===== src/shared/ccr_pkg.sv =====
// Package: register map and field layout of the colour result readout
package ccr_pkg;
  localparam int          CCR_RES_W       = 16;
  localparam int          CCR_BYTE_W      = 8;
  localparam int          CCR_NUM_CH      = 4;
  localparam logic [7:0]  CCR_STATUS_ADDR = 8'h13;
  localparam logic [7:0]  CCR_CLEAR_LO    = 8'h14;
  localparam logic [7:0]  CCR_CLEAR_HI    = 8'h15;
  localparam logic [7:0]  CCR_RED_LO      = 8'h16;
  localparam logic [7:0]  CCR_RED_HI      = 8'h17;
  localparam logic [7:0]  CCR_GREEN_LO    = 8'h18;
  localparam logic [7:0]  CCR_GREEN_HI    = 8'h19;
  localparam logic [7:0]  CCR_BLUE_LO     = 8'h1A;
  localparam logic [7:0]  CCR_BLUE_HI     = 8'h1B;
  localparam int          CCR_VALID_BIT   = 0;
  localparam logic [15:0] CCR_RES_RST     = 16'h0000;
  localparam logic [7:0]  CCR_BYTE_RST    = 8'h00;
  localparam logic [7:0]  CCR_UNMAPPED    = 8'h00;
endpackage


===== src/ccr_readout.sv =====
// Module: colour channel result registers with high-byte shadow
`timescale 1ns/1ns

// Overview of operation
// - Four 16-bit results are kept, low byte at the even address, from 0x14 to 0x1B.
// - A read of any low byte copies that channel's upper byte into the shadow register.
// - A read of a high byte returns the shadow, not the live result.
// - Interrupt and serial lines are open drain: pull low or release only.
// - Status bit 0 at 0x13 sets once all four channels finish an integration.
module ccr_readout
  import ccr_pkg::*;
(
  input  wire logic                            clk_sys_i,
  input  wire logic                            sys_rst_i,
  // Integration engine side
  input  wire logic                            integ_done_i,
  input  wire logic [CCR_NUM_CH*CCR_RES_W-1:0] integ_result_i,
  input  wire logic                            irq_assert_i,
  // Register port from the serial bus engine
  input  wire logic                            reg_rd_i,
  input  wire logic [7:0]                      reg_addr_i,
  output logic      [7:0]                      reg_rdata_o,
  // Open-drain pin drives from the serial bus engine
  input  wire logic                            sda_pull_low_i,
  input  wire logic                            scl_pull_low_i,
  output logic                                 int_o,
  output logic                                 int_oe_n_o,
  output logic                                 sda_o,
  output logic                                 sda_oe_n_o,
  output logic                                 scl_o,
  output logic                                 scl_oe_n_o,
  output logic                                 results_valid_flag_o
);

  // ==========================================================
  // Storage
  logic [CCR_RES_W-1:0]  result_q [CCR_NUM_CH];
  logic [CCR_BYTE_W-1:0] shadow_q;
  logic                  valid_q;
  logic [7:0]            rdata_q;

  // ==========================================================
  // Helpers
  function automatic logic addr_in_results(input logic [7:0] a);
    return (a >= CCR_CLEAR_LO) && (a <= CCR_BLUE_HI);
  endfunction

  function automatic logic [7:0] addr_offset(input logic [7:0] a);
    return a - CCR_CLEAR_LO;
  endfunction

  function automatic logic [1:0] chan_of(input logic [7:0] a);
    logic [7:0] rel;
    rel = addr_offset(a);
    return rel[2:1];
  endfunction

  function automatic logic upper_of(input logic [7:0] a);
    logic [7:0] rel;
    rel = addr_offset(a);
    return rel[0];
  endfunction

  function automatic logic [CCR_BYTE_W-1:0] res_byte(input logic [CCR_RES_W-1:0] r,
                                                    input logic                 upper);
    return upper ? r[CCR_RES_W-1 -: CCR_BYTE_W] : r[CCR_BYTE_W-1:0];
  endfunction

  // ==========================================================
  // Address decode
  wire logic       in_range   = addr_in_results(reg_addr_i);
  wire logic [1:0] ch_sel     = chan_of(reg_addr_i);
  wire logic       hi_sel     = upper_of(reg_addr_i);
  wire logic       lo_read    = reg_rd_i && in_range && !hi_sel;
  wire logic       hi_read    = reg_rd_i && in_range && hi_sel;
  wire logic       stat_read  = reg_rd_i && (reg_addr_i == CCR_STATUS_ADDR);
  wire logic       unmap_read = reg_rd_i && !in_range && !stat_read;
  wire logic [7:0] lo_byte    = res_byte(result_q[ch_sel], 1'b0);
  wire logic [7:0] hi_byte    = res_byte(result_q[ch_sel], 1'b1);
  wire logic [7:0] status_v   = 8'(valid_q) << CCR_VALID_BIT;

  // ==========================================================
  // Live results
  always_ff @(posedge clk_sys_i) begin
    for (int i = 0; i < CCR_NUM_CH; i++) begin
      if (sys_rst_i) begin
        result_q[i] <= CCR_RES_RST;
      end else if (integ_done_i) begin
        result_q[i] <= integ_result_i[i*CCR_RES_W +: CCR_RES_W];
      end
    end
  end

  // ==========================================================
  // Shadow of the upper byte
  always_ff @(posedge clk_sys_i) begin
    if (sys_rst_i) begin
      shadow_q <= CCR_BYTE_RST;
    end else if (lo_read) begin
      shadow_q <= hi_byte;
    end
  end

  // ==========================================================
  // Valid flag
  always_ff @(posedge clk_sys_i) begin
    if (sys_rst_i) begin
      valid_q <= 1'b0;
    end else if (integ_done_i) begin
      valid_q <= 1'b1;
    end
  end

  // ==========================================================
  // Read data
  always_ff @(posedge clk_sys_i) begin
    if (sys_rst_i) begin
      rdata_q <= CCR_UNMAPPED;
    end else if (lo_read) begin
      rdata_q <= lo_byte;
    end else if (hi_read) begin
      rdata_q <= shadow_q;
    end else if (stat_read) begin
      rdata_q <= status_v;
    end else if (unmap_read) begin
      rdata_q <= CCR_UNMAPPED;
    end
  end

  assign reg_rdata_o          = rdata_q;
  assign results_valid_flag_o = valid_q;

  // ==========================================================
  // Open-drain pins
  // Data always 0; only the enables move
  assign int_o      = 1'b0;
  assign int_oe_n_o = !irq_assert_i;
  assign sda_o      = 1'b0;
  assign sda_oe_n_o = !sda_pull_low_i;
  assign scl_o      = 1'b0;
  assign scl_oe_n_o = !scl_pull_low_i;

  // ==========================================================
  // Checks
  chk_shadow_capture: assert property (@(posedge clk_sys_i) disable iff (sys_rst_i)
    lo_read |=> shadow_q == $past(hi_byte))
    else $error("shadow not captured on low read");

  chk_high_from_shadow: assert property (@(posedge clk_sys_i) disable iff (sys_rst_i)
    hi_read |=> reg_rdata_o == $past(shadow_q))
    else $error("high byte not from shadow");

  chk_high_not_live: assert property (@(posedge clk_sys_i) disable iff (sys_rst_i)
    hi_read && (shadow_q != hi_byte) |=> reg_rdata_o != $past(hi_byte))
    else $error("high byte read returned the live result");

  chk_shadow_holds: assert property (@(posedge clk_sys_i) disable iff (sys_rst_i)
    !lo_read |=> $stable(shadow_q))
    else $error("shadow changed without low read");

  chk_result_holds: assert property (@(posedge clk_sys_i) disable iff (sys_rst_i)
    !integ_done_i |=> $stable(result_q[0]) && $stable(result_q[1]) &&
                      $stable(result_q[2]) && $stable(result_q[3]))
    else $error("result changed outside integration end");

  chk_result_load: assert property (@(posedge clk_sys_i) disable iff (sys_rst_i)
    integ_done_i |=>
      (result_q[0] == $past(integ_result_i[0*CCR_RES_W +: CCR_RES_W])) &&
      (result_q[1] == $past(integ_result_i[1*CCR_RES_W +: CCR_RES_W])) &&
      (result_q[2] == $past(integ_result_i[2*CCR_RES_W +: CCR_RES_W])) &&
      (result_q[3] == $past(integ_result_i[3*CCR_RES_W +: CCR_RES_W])))
    else $error("results not loaded at integration end");

  // Same-cycle done and low read: old result wins
  chk_done_read_old: assert property (@(posedge clk_sys_i) disable iff (sys_rst_i)
    lo_read && integ_done_i |=> reg_rdata_o == $past(lo_byte) && shadow_q == $past(hi_byte))
    else $error("low read during integration end took the new result");

  chk_low_byte_read: assert property (@(posedge clk_sys_i) disable iff (sys_rst_i)
    lo_read |=> reg_rdata_o == $past(lo_byte))
    else $error("low byte read wrong");

  chk_unmapped_zero: assert property (@(posedge clk_sys_i) disable iff (sys_rst_i)
    unmap_read |=> reg_rdata_o == CCR_UNMAPPED)
    else $error("unmapped read not zero");

  chk_rdata_stands: assert property (@(posedge clk_sys_i) disable iff (sys_rst_i)
    !reg_rd_i |=> $stable(reg_rdata_o))
    else $error("read data changed without a read");

  chk_valid_sets: assert property (@(posedge clk_sys_i) disable iff (sys_rst_i)
    integ_done_i |=> results_valid_flag_o)
    else $error("valid flag not set");

  chk_valid_stays: assert property (@(posedge clk_sys_i) disable iff (sys_rst_i)
    results_valid_flag_o |=> results_valid_flag_o)
    else $error("valid flag dropped");

  chk_valid_only_done: assert property (@(posedge clk_sys_i) disable iff (sys_rst_i)
    !integ_done_i && !results_valid_flag_o |=> !results_valid_flag_o)
    else $error("valid flag set without integration end");

  chk_status_read: assert property (@(posedge clk_sys_i) disable iff (sys_rst_i)
    stat_read |=> reg_rdata_o[CCR_VALID_BIT] == $past(valid_q))
    else $error("status valid bit wrong");

  chk_status_reserved: assert property (@(posedge clk_sys_i) disable iff (sys_rst_i)
    stat_read |=>
      (reg_rdata_o & ~(8'h01 << CCR_VALID_BIT)) == 8'h00)
    else $error("status reserved bits not zero");

  chk_open_drain: assert property (@(posedge clk_sys_i) disable iff (sys_rst_i)
    !int_o && !sda_o && !scl_o && (int_oe_n_o == !irq_assert_i))
    else $error("pin driven high");

  chk_bus_release: assert property (@(posedge clk_sys_i) disable iff (sys_rst_i)
    (sda_oe_n_o == !sda_pull_low_i) &&
    (scl_oe_n_o == !scl_pull_low_i))
    else $error("serial line enable does not follow its pull request");

endmodule


===== config.mk =====
export PLATFORM = sky130hd
export DESIGN_NAME = ccr_readout
export DESIGN_NICKNAME = d
export VERILOG_FILES = /design/src/shared/ccr_pkg.sv /design/src/ccr_readout.sv
export SDC_FILE = /design/constraint.sdc
export NUM_CORES = 1
export LEC_CHECK = 0
export BUFFER_PORTS_ARGS = -buffer_cell sky130_fd_sc_hd__clkbuf_2
export CORE_MARGIN = 3
export CORE_UTILIZATION = 44
export DETAILED_ROUTE_END_ITERATION = 12
export PLACE_DENSITY = 0.75
export RECOVER_POWER = 50
export SLEW_MARGIN = 10
export SYNTH_ARGS = -nofsm -noshare
export SYNTH_HDL_FRONTEND = slang
export SYNTH_SLANG_ARGS = --single-unit

===== constraint.sdc =====
create_clock -name clk_sys_i -period 1.6 [get_ports clk_sys_i]
set_input_delay 0.24 -clock clk_sys_i [delete_from_list [all_inputs] [get_ports clk_sys_i]]
set_output_delay 0.24 -clock clk_sys_i [all_outputs]
set_load 0.02 [all_outputs]

==> results of run 1 <==
final timing paths:
path	startpoint	end	slack (ns)	cells past startpoint
worst max-delay path	sys_rst_i	result_q[0][7]	0.21	4
worst min-delay path	integ_done_i	results_valid_flag_o	0.16	3
worst max register to register	result_q[1][1]	reg_rdata_o[1]	0.32	3
worst min register to register	shadow_q[4]	shadow_q[4]	0.50	2
sequential cells by signal, indices dropped and copies added, names as in the netlist:
signal	count
results_valid_flag_o	1
reg_rdata_o	8
result_q	64
shadow_q	8
synth_stat cells:
master	number
conb_1	1
dfxtp_1	17
nor2b_1	1
nor4_4	1
buf_6	1
o21bai_1	1
inv_1	3
or3_4	1
nand2_1	3
buf_2	4
buf_4	4
a22oi_4	1
mux2i_1	8
a22oi_1	6
mux4_2	16
or2_2	1
nor2_1	18
nor4b_4	1
xnor2_2	1
a32oi_1	1
a31oi_1	1
a211oi_1	6
clkbuf_1	9
edfxtp_1	64
buf_1	1
nor3_1	1
and2_1	64
a211oi_2	1
cell type report:
cell class | count | area (um2)
inverter | 3 | 11.3
timing repair buffer | 99 | 538
clock inverter | 4 | 25.0
tap | 102 | 128
multi-input combinational | 136 | 1170
clock buffer | 12 | 166
fill | 659 | 3460
sequential | 81 | 2260
cells by family after synthesis:
logic type                Yosys count  share of synthesized area, %
DFF                                81                          64.0
xor gates and xnor gates            1                         0.461
AOI/OAI and AO/OA                  17                          4.14
and+or+nand+nor                    91                          15.7
buffers and inverters              22                          3.12
muxes                              24                          12.5
other                               1                         0.106
per-layer routing:
layer,part of all wire (%),wire [um],global-route usage (%),vias to the layer above
met4,2.0,129,8.18,0
met1,43,2810,19.7,1017
met2,50,3240,25.4,75
met3,5.4,350,2.84,11
li1,-,-,-,1046
met5,0,0,0,-
tightest hold or removal path: cells and delay by family:
kind                   cells  cell delay (ns)
and+or+nand+nor            2             0.11
buffers and inverters      1             0.11
where the power goes:
group | switching, mW | leakage [nW] | internal [mW] | total, mW
clock | 0.709 | 0.102 | 0.700 | 1.41
sequential | 0.0417 | 0.827 | 2.42 | 2.47
combinational | 0.201 | 0.821 | 0.218 | 0.419
==> results.cfg, run 1 <==
[floorplan]
fp-row-count = 32
die_area_mm2 = 0.00914
fp.dieH_um = 95.6
initial_utilization_pct = 45.5
io_pins = 94
core_mm2 = 0.00777
die_w_um = 95.6

[timing]
slew_headroom_pct = 33.7
skew_ns = 0.00754
max_freq_ghz = 0.720
period_needed_ns = 1.39
slew_viol_final = 0
fin_ws_ns = 0.212
setup_violations = 0
setup_tns_ns = 0
hold_viol = 0
rsz0062_at_grt = false
tightest_slew_ns = 0.992
post-route-period-util_pct = 86.8
holdWs_ns = 0.158

[setup_path]
crit_path_max_incr_delay_ns = 0.45
required_ns = 1.59
slowest_stage = clkbuf_4
cp_cell_sequence = clkbuf_2, clkbuf_2, or2_0, clkbuf_4
critPathArrivalTime_ns = 1.38
path_delay_family = buffers and inverters
path_buf_inv = 3
critPathKind = primary input to register
cpMostUsedCell = clkbuf_2
crit_path_max_fanout = 36
crit_path_end_kind = register
worstSetupStartpointType = primary input

[synthesis]
ys_warn_count = 0
yosysTopAreaCellShare_pct = 54.4
yosysUniqueCellTypes = 28
syn_area_mm2 = 0.00353
yosysSeqAreaShare_pct = 64.0
avgSynthCellArea_um2 = 14.9
yosys.area.top_type = edfxtp_1
synth-seq-cells = 81
syn_inst = 237
synth.area.top_cells = edfxtp_1 (54%), and2_1 (11%), mux4_2 (10%), dfxtp_1 (9.6%), mux2i_1 (2.3%)

[finish]
areaGrowthSynthToFinish_pct = 21.9
postLayoutCoreUtil_pct = 55.4
nets = 409
final_cell_mix = clkbuf_2 (79), and2_1 (64), edfxtp_1 (64)
fin_area_mm2 = 0.00431
antenna_cells = 0
layout_commonest_cell = clkbuf_2
drive_gt1_share_pct = 37.3
finalNonFillerCells = 437

[grt]
grt_pass1_vias = 2140
grt_antenna_before_repair = 0
grt_overflow = 0
grt_pass1_wl_um = 10300
grt_usage_pct = 15.5
grt_max_degree = 65

[clocking]
root_buffer = clkbuf_8
cts_tree = done
postCtsHoldBufs = 0
path_clk_slew_ns = 0.07
clk_path_buf_depth = 2
clk_latency_ns = 0.35
cts_made_buffers = 9
ctsResizeCount = 0
cts_sinks = 81
cts_setup_buffers = 0
htreeDepth = 3

[route]
drt_iter0_drc = 71
dr.pass1.iters = 4
wirelength_um = 6530
vias = 2149
postRouteAntennaNets = 0
wire_per_inst_um = 15.0
via_per_inst = 4.92
drc = 0

[flow_run]
maxCapViolCount = 0

[power_and_ir_drop]
ir_drop_mv = 0.441
leakagePower_nw = 1.75
power_mw = 4.29
power_density_mw_per_mm2 = 997

[worst_hold_path]
hp-class = primary input to register

[placement]
post-dp-hpwl_um = 4640
dp_cells = 421
port_buffers = 90
place_congestion = 0.804
place_area_mm2 = 0.00416
preCtsSetupSlack_ns = -0.0651

[run_status]
outcome = completed
No activity file was read; power rests on OpenSTA's default activity.
==> run 2, diff against run 1 <==
Settings changed: CORE_ASPECT_RATIO set to 1.4.
==> run 2 against run 1 <==
- clock power shrank 11%
- power fell by 3.8%
- combinational power barely moved
- maximum frequency grew 1.5%
- worst hold slack better by 0.0035 ns
==> results.cfg, run 2 (synthesis gave the netlist of run 1 again) <==
[run_status]
outcome = completed

[clocking]
ctsResizeCount = 0
root_buffer = clkbuf_8
cts_sinks = 81
path_clk_slew_ns = 0.07
cts_setup_buffers = 0
clk_latency_ns = 0.34
clk_path_buf_depth = 2
cts_tree = done
cts_made_buffers = 9
postCtsHoldBufs = 0
htreeDepth = 3

[grt]
grt_pass1_wl_um = 9950
grt_usage_pct = 14.9
grt_pass1_vias = 2103
grt_max_degree = 65
grt_overflow = 0
grt_antenna_before_repair = 0

[floorplan]
io_pins = 94
fp.dieH_um = 112
initial_utilization_pct = 45.3
fp-row-count = 38
die_w_um = 81.7
die_area_mm2 = 0.00915
core_mm2 = 0.00780

[route]
wirelength_um = 6340
vias = 2095
dr.pass1.iters = 4
postRouteAntennaNets = 0
drt_iter0_drc = 133
drc = 0
wire_per_inst_um = 14.6
via_per_inst = 4.82

[placement]
place_congestion = 0.802
port_buffers = 90
post-dp-hpwl_um = 4740

[setup_path]
reg2reg_to = reg_rdata_o[7]
cp_cell_sequence = clkbuf_1, buf_4, or2_0, buf_4
crit_path_end_kind = register
crit_start = sys_rst_i
r2r_start = result_q[1][7]
ff2ff_path_depth = 3
critPathArrivalTime_ns = 1.39
crit_path_max_incr_delay_ns = 0.35
crit_end = result_q[1][11]
slowest_stage = buf_4
worstSetupStartpointType = primary input
crit_path_max_fanout = 21
critPathKind = primary input to register
required_ns = 1.62
r2r_slack_ns = 0.35
path_delay_family = buffers and inverters
cpMostUsedCell = buf_4
path_buf_inv = 3
path_depth = 4

[finish]
largest_reg_flops = 64
layout_commonest_cell = clkbuf_2
antenna_cells = 0
nets = 409
fillers = 686
final_cell_mix = clkbuf_2 (77), and2_1 (64), edfxtp_1 (64)
areaGrowthSynthToFinish_pct = 21.0
regMostFlops = result_q
drive_gt1_share_pct = 35.5

[worst_hold_path]
hold_path_depth = 3
hp-class = primary input to register

[timing]
skew_ns = 0.00533
holdWs_ns = 0.162
period_needed_ns = 1.37
post-route-period-util_pct = 85.4
setup_violations = 0
slew_headroom_pct = 37.0
max_freq_ghz = 0.731
setup_tns_ns = 0
tightest_slew_ns = 0.943
slew_viol_final = 0
hold_viol = 0
rsz0062_at_grt = false

[flow_run]
maxCapViolCount = 0

[power_and_ir_drop]
ir_drop_mv = 0.572
power_density_mw_per_mm2 = 967
leakagePower_nw = 1.73
-- run 2: cell count changes in the layout (fill, tap and decap cells not counted), sizes merged --
| cell | before | now |
|---|---|---|
| inv | 4 | 3 |
| buf | 6 | 9 |
| clkinv | 3 | 1 |
-- run 2: where the power goes --
group	internal, mW	switching, mW
clock	0.605	0.641
combinational	0.219	0.203
sequential	2.42	0.0380
total	3.25	0.882
-- run 2: stage by stage --
| stage | cells | worst slack [ns] | cell area [um2] | total power [mW] | utilization, % |
|---|---|---|---|---|---|
| after CTS | 435 | 0.332 | 4290 | 4.18 | 55.0 |
| final | 435 | 0.233 | 4270 | 4.13 | 54.8 |
| after global placement | 419 | 0.0155 | 4130 | 2.93 | 53.0 |
| after floorplan | 239 | 0.00606 | 3540 | 2.76 | - |
| after detailed placement | 419 | -0.0279 | 4130 | 2.95 | 53.0 |
| after global routing | 435 | 0.109 | 4270 | 4.30 | 54.8 |
-- run 2: worst min path at each step --
stage | start | end
after floorplan | integ_done_i | results_valid_flag_o
after global placement | shadow_q[7] | shadow_q[7]
after detailed placement | shadow_q[6] | shadow_q[6]
after CTS | integ_done_i | results_valid_flag_o
after global routing | integ_result_i[1] | result_q[0][1]
final | integ_done_i | results_valid_flag_o
-- run 2: final cells by class --
cell class	instances	area [um2]	share of cell area, %
inverter	3	11.3	0.264
clock inverter	1	3.75	0.0878
tap	100	125	2.93
sequential	81	2260	52.9
timing repair buffer	99	539	12.6
multi-input combinational	136	1170	27.5
clock buffer	15	156	3.66
-- run 2: worst reg2reg max path, cell delays in order (launching register included) --
cell,delay [ns]
edfxtp_1,0.37
mux4_2,0.50
a22oi_1,0.17
a211oi_1,0.10
-- run 2: routing by layer --
layer	wire, um	vias up	part of all wire, %	GRT usage [%]
met3	349	10	5.5	2.65
met5	0	-	0	0
met1	2480	979	39	17.3
li1	-	1040	-	-
met4	156	0	2.5	8.43
met2	3360	66	53	25.3
